[config.mk]
export PLATFORM = sky130hd
export DESIGN_NAME = pcs_cmd_status
export DESIGN_NICKNAME = d
export VERILOG_FILES = /design/src/include/pcs_pkg.sv /design/src/hw/pcs_cmd_status.sv /design/src/hw/pcs_err_flags.sv
export SDC_FILE = /design/constraint.sdc
export NUM_CORES = 1
export LEC_CHECK = 0
export BUFFER_PORTS_ARGS = -buffer_cell sky130_fd_sc_hd__buf_2
export CORE_MARGIN = 4
export CORE_UTILIZATION = 36
export CTS_CLUSTER_DIAMETER = 50
export DETAILED_ROUTE_END_ITERATION = 8
export PLACE_DENSITY = 0.8
export SETUP_SLACK_MARGIN = 0.4
export SYNTH_ARGS = -nofsm -noshare
export SYNTH_HDL_FRONTEND = slang
export SYNTH_SLANG_ARGS = --single-unit
[constraint.sdc]
create_clock -name clock -period 1.7 [get_ports clock]
set_clock_uncertainty 0.1 [all_clocks]
set_input_delay 0.17 -clock clock [delete_from_list [all_inputs] [get_ports clock]]
set_output_delay 0.17 -clock clock [all_outputs]
set_load 0.03 [all_outputs]
[src/include/pcs_pkg.sv]
// Notes on behaviour
// - Command bits 15..11 read as zero and ignore writes.
// - Command bit 10 set blocks the interrupt output; resets to zero.
// - No fast back-to-back generation; command bit 9 reads zero.
// - Command bit 8 read-write, reset zero; system-error line only driven while set.
// - Address/data stepping unsupported; command bit 7 reads zero.
// - Command bit 6 read-write, reset zero; parity-error line only driven while set.
// - No palette snooping; command bit 5 reads zero.
// - Command bit 4 read-write, reset zero; permits write-and-invalidate as master.
// - Special cycles never answered; command bit 3 reads zero.
// - Command bit 2 read-write, reset zero; mastering only while set.
// - Command bit 1 read-write, reset zero; memory cycles claimed only while set.
// - No I/O space; command bit 0 reads zero, I/O cycles never claimed.
// - Status bit 15 set on any detected address or data parity error.
// - Status bit 14 set when system error actually signalled while enabled.
// - Status bit 13 set when own master cycle ends in master abort.
// - Status bit 12 set when own master cycle is target-aborted.
// - Status bit 11 set when function as target signals target abort.
// - Status bits 10..9 read 01b; device select asserted with medium timing.
// - Status bit 8 set on parity line seen, own master transfer, reporting enabled.
// - Status bit 4 reads one: capabilities list present.
// - Status bit 3 shows pending interrupt; line asserted only if unblocked.
package pcs_pkg;

    localparam logic [7:0]  PCS_CMD_OFF       = 8'h04;
    localparam logic [7:0]  PCS_STS_OFF       = 8'h06;
    localparam logic [15:0] PCS_CMD_RST       = 16'h0000;
    localparam logic [15:0] PCS_STS_RST       = 16'h0230;

    localparam int PCS_CMD_MEM_BIT     = 1;
    localparam int PCS_CMD_MASTER_BIT  = 2;
    localparam int PCS_CMD_MWI_BIT     = 4;
    localparam int PCS_CMD_PERR_BIT    = 6;
    localparam int PCS_CMD_SERR_BIT    = 8;
    localparam int PCS_CMD_INTBLK_BIT  = 10;

    localparam int PCS_STS_INT_BIT     = 3;
    localparam int PCS_STS_CAP_BIT     = 4;
    localparam int PCS_STS_66M_BIT     = 5;
    localparam int PCS_STS_DPAR_BIT    = 8;
    localparam int PCS_STS_TIM_LSB     = 9;
    localparam int PCS_STS_TSIG_BIT    = 11;
    localparam int PCS_STS_TREC_BIT    = 12;
    localparam int PCS_STS_MABT_BIT    = 13;
    localparam int PCS_STS_SERR_BIT    = 14;
    localparam int PCS_STS_PAR_BIT     = 15;

    localparam logic [1:0]  PCS_SELECT_TIMING = 2'h1;
    localparam int          PCS_DEVSEL_CYC    = 2;

    typedef struct packed {
        logic        wr;
        logic        rd;
        logic [3:0]  be;
        logic [7:0]  addr;
        logic [31:0] wdata;
    } pcs_cfg_req_t;

    typedef struct packed {
        logic addr_phase;
        logic mem_hit;
        logic io_hit;
        logic addr_parity_err_seen;
        logic data_parity_err_seen;
        logic perr_line_seen;
        logic was_master;
        logic master_abort;
        logic target_abort_rcv;
        logic target_abort_sent;
    } pcs_bus_evt_t;

    typedef struct packed {
        logic parity_err_seen;
        logic syserr_signalled;
        logic got_master_abort;
        logic got_target_abort;
        logic sent_target_abort;
        logic data_parity_flag;
    } pcs_err_flags_t;

    typedef struct packed {
        logic int_block;
        logic syserr_drive_en;
        logic parity_report_en;
        logic write_invalidate_en;
        logic initiator_en;
        logic mem_space_en;
    } pcs_cmd_t;

endpackage

[src/hw/pcs_cmd_status.sv]
`timescale 1ns/1ps
module pcs_cmd_status
    import pcs_pkg::*;
(
    input  wire logic         clock,
    input  wire logic         sys_rst,
    input  wire pcs_cfg_req_t cfg,
    input  wire pcs_bus_evt_t bus_evt,
    input  wire logic         int_pending,
    output logic [31:0]       cfg_rdata,
    output logic              cfg_rvalid,
    output logic              mem_space_en,
    output logic              initiator_en,
    output logic              write_invalidate_en,
    output logic              device_select_line_oe,
    output logic              system_error_line_oe,
    output logic              parity_error_line_oe,
    output logic              int_line_oe
);
    typedef struct packed {
        pcs_cmd_t                    cmd;
        logic                        int_stat;
        logic [PCS_DEVSEL_CYC-1:0]   sel_pipe;
        logic                        serr_oe;
        logic                        perr_oe;
        logic                        int_oe;
        logic [31:0]                 rdata;
        logic                        rvalid;
    } pcs_state_t;

    pcs_state_t     s_reg;
    pcs_state_t     s_next;
    pcs_err_flags_t flags;
    pcs_err_flags_t set_evt;
    pcs_err_flags_t clr_req;
    logic           serr_fire;
    logic           perr_fire;

    function automatic logic hit_word(input pcs_cfg_req_t r);
        return r.addr == PCS_CMD_OFF;
    endfunction

    // Unimplemented command bits are never stored, so they read zero
    function automatic logic [15:0] cmd_word(input pcs_cmd_t c);
        logic [15:0] w;
        w = PCS_CMD_RST;
        w[PCS_CMD_INTBLK_BIT] = c.int_block;
        w[PCS_CMD_SERR_BIT]   = c.syserr_drive_en;
        w[PCS_CMD_PERR_BIT]   = c.parity_report_en;
        w[PCS_CMD_MWI_BIT]    = c.write_invalidate_en;
        w[PCS_CMD_MASTER_BIT] = c.initiator_en;
        w[PCS_CMD_MEM_BIT]    = c.mem_space_en;
        return w;
    endfunction

    function automatic logic [15:0] sts_word(input pcs_err_flags_t f, input logic pend);
        logic [15:0] w;
        w = PCS_STS_RST;
        w[PCS_STS_PAR_BIT]  = f.parity_err_seen;
        w[PCS_STS_SERR_BIT] = f.syserr_signalled;
        w[PCS_STS_MABT_BIT] = f.got_master_abort;
        w[PCS_STS_TREC_BIT] = f.got_target_abort;
        w[PCS_STS_TSIG_BIT] = f.sent_target_abort;
        w[PCS_STS_DPAR_BIT] = f.data_parity_flag;
        w[PCS_STS_INT_BIT]  = pend;
        return w;
    endfunction

    // Line drive is gated by the enable the cycle the error is seen
    assign serr_fire = bus_evt.addr_parity_err_seen && s_reg.cmd.syserr_drive_en;
    assign perr_fire = bus_evt.data_parity_err_seen && s_reg.cmd.parity_report_en;

    always_comb begin
        set_evt = '0;
        set_evt.parity_err_seen   = bus_evt.addr_parity_err_seen || bus_evt.data_parity_err_seen;
        set_evt.syserr_signalled  = serr_fire;
        set_evt.got_master_abort  = bus_evt.master_abort && bus_evt.was_master;
        set_evt.got_target_abort  = bus_evt.target_abort_rcv && bus_evt.was_master;
        set_evt.sent_target_abort = bus_evt.target_abort_sent;
        set_evt.data_parity_flag  = bus_evt.perr_line_seen && bus_evt.was_master
                                    && s_reg.cmd.parity_report_en;
    end

    // Write-one-to-clear on the status half, per byte lane
    always_comb begin
        clr_req = '0;
        if (cfg.wr && hit_word(cfg)) begin
            clr_req.parity_err_seen   = cfg.be[3] && cfg.wdata[16 + PCS_STS_PAR_BIT];
            clr_req.syserr_signalled  = cfg.be[3] && cfg.wdata[16 + PCS_STS_SERR_BIT];
            clr_req.got_master_abort  = cfg.be[3] && cfg.wdata[16 + PCS_STS_MABT_BIT];
            clr_req.got_target_abort  = cfg.be[3] && cfg.wdata[16 + PCS_STS_TREC_BIT];
            clr_req.sent_target_abort = cfg.be[3] && cfg.wdata[16 + PCS_STS_TSIG_BIT];
            clr_req.data_parity_flag  = cfg.be[3] && cfg.wdata[16 + PCS_STS_DPAR_BIT];
        end
    end

    pcs_err_flags u_flags (
        .clock   (clock),
        .sys_rst (sys_rst),
        .set_evt (set_evt),
        .clr_req (clr_req),
        .flags   (flags)
    );

    always_comb begin
        s_next = s_reg;
        if (cfg.wr && hit_word(cfg)) begin
            if (cfg.be[0]) begin
                s_next.cmd.parity_report_en    = cfg.wdata[PCS_CMD_PERR_BIT];
                s_next.cmd.write_invalidate_en = cfg.wdata[PCS_CMD_MWI_BIT];
                s_next.cmd.initiator_en        = cfg.wdata[PCS_CMD_MASTER_BIT];
                s_next.cmd.mem_space_en        = cfg.wdata[PCS_CMD_MEM_BIT];
            end
            if (cfg.be[1]) begin
                s_next.cmd.int_block       = cfg.wdata[PCS_CMD_INTBLK_BIT];
                s_next.cmd.syserr_drive_en = cfg.wdata[PCS_CMD_SERR_BIT];
            end
        end
        s_next.int_stat = int_pending;
        s_next.int_oe   = int_pending && !s_reg.cmd.int_block;
        s_next.serr_oe  = serr_fire;
        s_next.perr_oe  = perr_fire;
        // Medium decode: claim lands on the second edge after the address
        s_next.sel_pipe = {s_reg.sel_pipe[PCS_DEVSEL_CYC-2:0],
                           bus_evt.addr_phase && bus_evt.mem_hit && s_reg.cmd.mem_space_en};
        // I/O hits are never claimed: no I/O space exists
        s_next.rvalid = cfg.rd;
        s_next.rdata  = '0;
        if (cfg.rd && hit_word(cfg)) begin
            s_next.rdata = {sts_word(flags, s_reg.int_stat), cmd_word(s_reg.cmd)};
        end
    end

    always_ff @(posedge clock) begin
        if (sys_rst) begin
            s_reg <= '0;
        end else begin
            s_reg <= s_next;
        end
    end

    assign cfg_rdata             = s_reg.rdata;
    assign cfg_rvalid            = s_reg.rvalid;
    assign mem_space_en          = s_reg.cmd.mem_space_en;
    assign initiator_en          = s_reg.cmd.initiator_en;
    assign write_invalidate_en   = s_reg.cmd.write_invalidate_en;
    assign device_select_line_oe = s_reg.sel_pipe[PCS_DEVSEL_CYC-1];
    assign system_error_line_oe  = s_reg.serr_oe;
    assign parity_error_line_oe  = s_reg.perr_oe;
    assign int_line_oe           = s_reg.int_oe;
endmodule

[src/hw/pcs_err_flags.sv]
`timescale 1ns/1ps
module pcs_err_flags
    import pcs_pkg::*;
(
    input  wire logic           clock,
    input  wire logic           sys_rst,
    input  wire pcs_err_flags_t set_evt,
    input  wire pcs_err_flags_t clr_req,
    output pcs_err_flags_t      flags
);
    typedef struct packed {
        pcs_err_flags_t flags;
    } pcs_flag_state_t;

    pcs_flag_state_t s_reg;
    pcs_flag_state_t s_next;

    // Set beats clear so an event in the clearing cycle survives
    always_comb begin
        s_next = s_reg;
        s_next.flags = (s_reg.flags & ~clr_req) | set_evt;
    end

    always_ff @(posedge clock) begin
        if (sys_rst) begin
            s_reg <= '0;
        end else begin
            s_reg <= s_next;
        end
    end

    assign flags = s_reg.flags;
endmodule

Word level (Yosys, flattened, before mapping)
Index checks and enable logic that the tools add are counted.

Word-level logic and storage cells: 49. Output and inout port bits: 40. Bits in registers: 51.

Bitwise gates (word level): 4. Equality and inequality tests: 1. Muxes and demuxes: 2. Reduce and logical (&&, ||, !) cells: 22.

Operator list (count): 2-to-1 mux 26 bit (1); logical AND 1 bit (17); equality test 8 x 3 -> 1 bit (second input constant) (1); bitwise AND 6 bit (1); 2-to-1 mux 6 bit (1); inverter 6 bit (1); bitwise OR 6 bit (1); AND reduction 2 bit (2); OR reduction 2 bit (1); zero test 1 bit (1); logical OR 1 bit (1); inverter 1 bit (1).

Longest topological paths before layout
Word-level depth: 6. Gate-level depth with buffers: 4.

Cells and area by module
A second synthesis with hierarchy kept.

Cells, all modules: 148. Area, all modules: 1458.9 sq um.

By module, submodules not included: pcs_cmd_status (times used 1, area an instance 1203.7 sq um, cells an instance 124); pcs_err_flags (times used 1, area an instance 255.2 sq um, cells an instance 24).

Worst setup path before layout
Ideal clock, no wire load.

Path type: input -> register. Start point: in cfg[35] (netlist name). End point: reg s_reg (netlist bit mem_space_en). Buffers on the path: 1. Arrival time: 1.438 ns. Library setup time: 0.120 ns. Slack: 0.043 ns. Stages on the path: 4. Path through: or4b_4 or4_1 buf_2 mux2i_1.

Longest elaborated chain between the ends: 3.

Ends and longest elaborated chain: start: declaration (line pcs_cmd_status.sv:7) `input wire pcs_cfg_req_t cfg,`; equality test 8 x 3 -> 1 bit (line pcs_cmd_status.sv:40) `return r.addr == PCS_CMD_OFF;`; logical AND 1 bit (line pcs_cmd_status.sv:107) `if (cfg.wr && hit_word(cfg)) begin`; AND reduction 2 bit (no source line); end signal: assignment (line pcs_cmd_status.sv:138) `s_reg <= s_next;`; end: declaration (line pcs_cmd_status.sv:31) `pcs_state_t s_reg;`.

Every way passes these cells. A chain may end at the register's enable or synchronous reset.

Final worst setup path
Start point: in cfg[35] (netlist name). End point: reg s_reg[42] (netlist name).

Same word-level chain as after synthesis.

==> impl_metrics.env <==
export IMPL_drtIter0Drc=37
export IMPL_endpoint_kind="flip-flop"
export IMPL_drt_pass1_iter_count=4
export IMPL_placement_io_buffers=60
export IMPL_vdd_ir_drop_max_uv=346
export IMPL_clock_insertion_delay_worst_skew_ps=280
export IMPL_total_power_mw=1.48
export IMPL_async_flop_share_pct=0
export IMPL_num_vias=1008
export IMPL_path_cells="buf_6 -> or4b_4 -> or4_4 -> mux2i_1"
export IMPL_timing_critical_path_max_delay_family="simple AND/OR/NAND/NOR gates"
export IMPL_vias_per_cell=4.13
export IMPL_hold_path_depth=3
export IMPL_start_util_pct=37.5
export IMPL_r2r_startpoint="s_reg[43]"
export IMPL_met3_wirelength_um=278
export IMPL_setup_violations_final=0
export IMPL_grt_setup_unrepaired="true"
export IMPL_io_pin_count=99
export IMPL_core_area_mm2=0.00366
export IMPL_power_density_cell_area_mw_per_mm2=851
export IMPL_max_cap_violations=0
export IMPL_wl_met2_mm=1.22
export IMPL_grt_max_degree=17
export IMPL_worstPathMaxFanout=4
export IMPL_cts_tree="done"
export IMPL_grt_pass1_vias=942
export IMPL_synth_enable_flop_cells=0
export IMPL_antenna_violations_before_repair=0
export IMPL_timing_hold_worst_class="primary input to flip-flop"
export IMPL_critPathKind="primary input to flip-flop"
export IMPL_synth_seq_cells=33
export IMPL_first_pass_grt_wire_length_mm=4.13
export IMPL_postSynthAreaPerCell_um2=9.88
export IMPL_finalCriticalPeriod_ps=1410
export IMPL_layout_drive_gt1_share_pct=40.8
export IMPL_die_height_um=69.8
export IMPL_num_antenna_cells=0
export IMPL_synth_top_family_by_area="simple AND/OR/NAND/NOR gates"
export IMPL_result_of_the_run="finished, final reports clean"
export IMPL_finish_cell_count_without_fillers=244
export IMPL_synthXorXnorAreaFrac_pct=0
export IMPL_ctsRootBufferMaster="clkbuf_8"
export IMPL_post_synth_num_cell_types=25
export IMPL_r2r_worst_path_cells=3
export IMPL_worst_path_stages=4
export IMPL_postSynth_topFlopCell="dfxtp_1"
export IMPL_cts_inserted_buffers=5
export IMPL_placement_rows=22
export IMPL_final_max_slew_violation_count=0
export IMPL_yosysSeqAreaShare_pct=48.1
export IMPL_synth_yosys_warnings=0
export IMPL_nets=254
export IMPL_arrival_ps=1480
export IMPL_min_delay_start="bus_evt[9]"
export IMPL_h_tree_levels=2
export IMPL_min_delay_worst_endpoint="s_next[37]"
export IMPL_finalWirelength_mm=2.64
export IMPL_compound_gate_portion_of_the_synthesized_area_pct=6.01
export IMPL_highest_layer="met4"
export IMPL_cts_sinks=33
export IMPL_netlist_top_cell_by_area="dfxtp_1"
export IMPL_ant_nets_after_route=0
export IMPL_synth_most_common_cell="dfxtp_1"
export IMPL_r2r_slack_ps=730
export IMPL_dp_final_hpwl_mm=2.01
export IMPL_netlist_top_cells_area="dfxtp_1, buf_4, and2_1"
export IMPL_fillerInstances=374
export IMPL_netlist_top_cells_count="dfxtp_1, buf_4, and2_1"
export IMPL_global_route_overflow_total=0
export IMPL_worstSetupStartpointType="primary input"
export IMPL_largest_register_ff_count=14
export IMPL_timing_critical_path_buf_inv=1
export IMPL_r2r_end="u_flags.flags[4]"
export IMPL_synth_simple_gate_area_share_pct=21.1
export IMPL_width_of_the_chip_um=69.8
export IMPL_netlist_area_pre_place_mm2=0.00137
export IMPL_routabilityCongestion=0.690
export IMPL_clkSlewWorstSetupHoldPaths_ps=60
export IMPL_die_area_mm2=0.00487
export IMPL_slowest_delay_ps=550
export IMPL_synth_top_cell_area_share_pct=48.1
export IMPL_drt_drc_violations_left=0
export IMPL_max_clock_path_buffers=2
export IMPL_worst_ep_required_time_ps=1770
export IMPL_period_share_pct=83.2
export IMPL_cts_setup_buffers=0
export IMPL_synthAdderAreaFrac_pct=0
export IMPL_grtUsageTotal_pct=10.8
export IMPL_syn_inst=139
export IMPL_maxClockFrequency_ghz=0.707
export IMPL_finalHoldViolCount=0
export IMPL_areaGrowthSynthToFinish_pct=26.8
export IMPL_synth_mux_area_fraction_pct=4.37
export IMPL_timing_critical_path_slowest_stage_cell="or4_4"
export IMPL_detail_route_wirelength_met1_mm=1.09
export IMPL_route_detailed_wl_per_inst_um=10.8
export IMPL_placedCellCount=232
export IMPL_power_leakage_nw=0.890
## area by class of cell
class                      instances  area, µm²  area share (%)
clock buffer                       6       72.6            4.17
sequential                        33        661            37.9
inverter                           5       18.8            1.08
timing repair buffer              70        403            23.1
tap                               48       60.1            3.45
clock inverter                     2       10.0           0.575
multi-input combinational         80        517            29.7
## layout by cell type, fill, tap and decap left out, types with 2 or more instances in the layout
cell type      instances
dlygate4sd3_1          3
a211oi_1               4
buf_4                  5
nand2b_1              12
nand2_1                3
and2_1                12
buf_2                 58
buf_6                  4
a21boi_0               2
clkinv_2               2
conb_1                16
a21oi_1                3
nor3_1                 2
clkbuf_8               5
nor2_1                 3
mux2i_1                6
dfxtp_1               33
nor2b_1                5
or4_4                  2
inv_1                  5
## layer usage
layer | vias up | track usage [%]
li1 | 511 | -
met1 | 445 | 11.9
met2 | 47 | 17.6
met3 | 5 | 4.64
met4 | 0 | 5.11
met5 | - | 0
## worst min-delay path: stages
cell and delay, ps:
buf_2 70, nand2_1 40, nor2_1 70
## stage by stage
step | instance area (µm²) | setup slack (ps) | setup TNS [ps] | util, % | hold slack, ps
2_1_floorplan | 1430 | 42.6 | 0 | - | 149
3_3_place_gp | 1580 | -110 | -433 | 43.2 | 251
3_5_place_dp | 1580 | -113 | -522 | 43.2 | 266
4_1_cts | 1740 | 292 | 0 | 47.4 | 2.54
5_1_grt | 1740 | 239 | 0 | 47.6 | 8.35
6_report | 1740 | 285 | 0 | 47.6 | 10.8
## where the power goes
group	internal [mW]	total, mW	switching [mW]
Sequential	0.784	0.787	0.00347
Clock	0.283	0.543	0.260
Combinational	0.0610	0.152	0.0906
## worst max-delay path by stage
stage	endpoint	startpoint
5_1_grt	cfg_rdata[24]	cfg[32]
4_1_cts	s_reg[42]	cfg[32]
3_3_place_gp	s_reg[42]	cfg[35]
3_5_place_dp	initiator_en	cfg[35]
6_report	s_reg[42]	cfg[35]
2_1_floorplan	mem_space_en	cfg[35]
## cells by family after synthesis
logic type | count (synthesis)
buf+inv | 41
flops | 33
other cells | 1
compound gates | 12
mux | 6
simple gates | 46
## timing repair
action,CTS,global route
endpoints found under the hold margin,3,0
hold buffers,3,0
pin swaps,16,2
setup endpoints to repair,26,21
cloned,1,0
resized for setup,9,1
(Power assumes the default switching activity.)
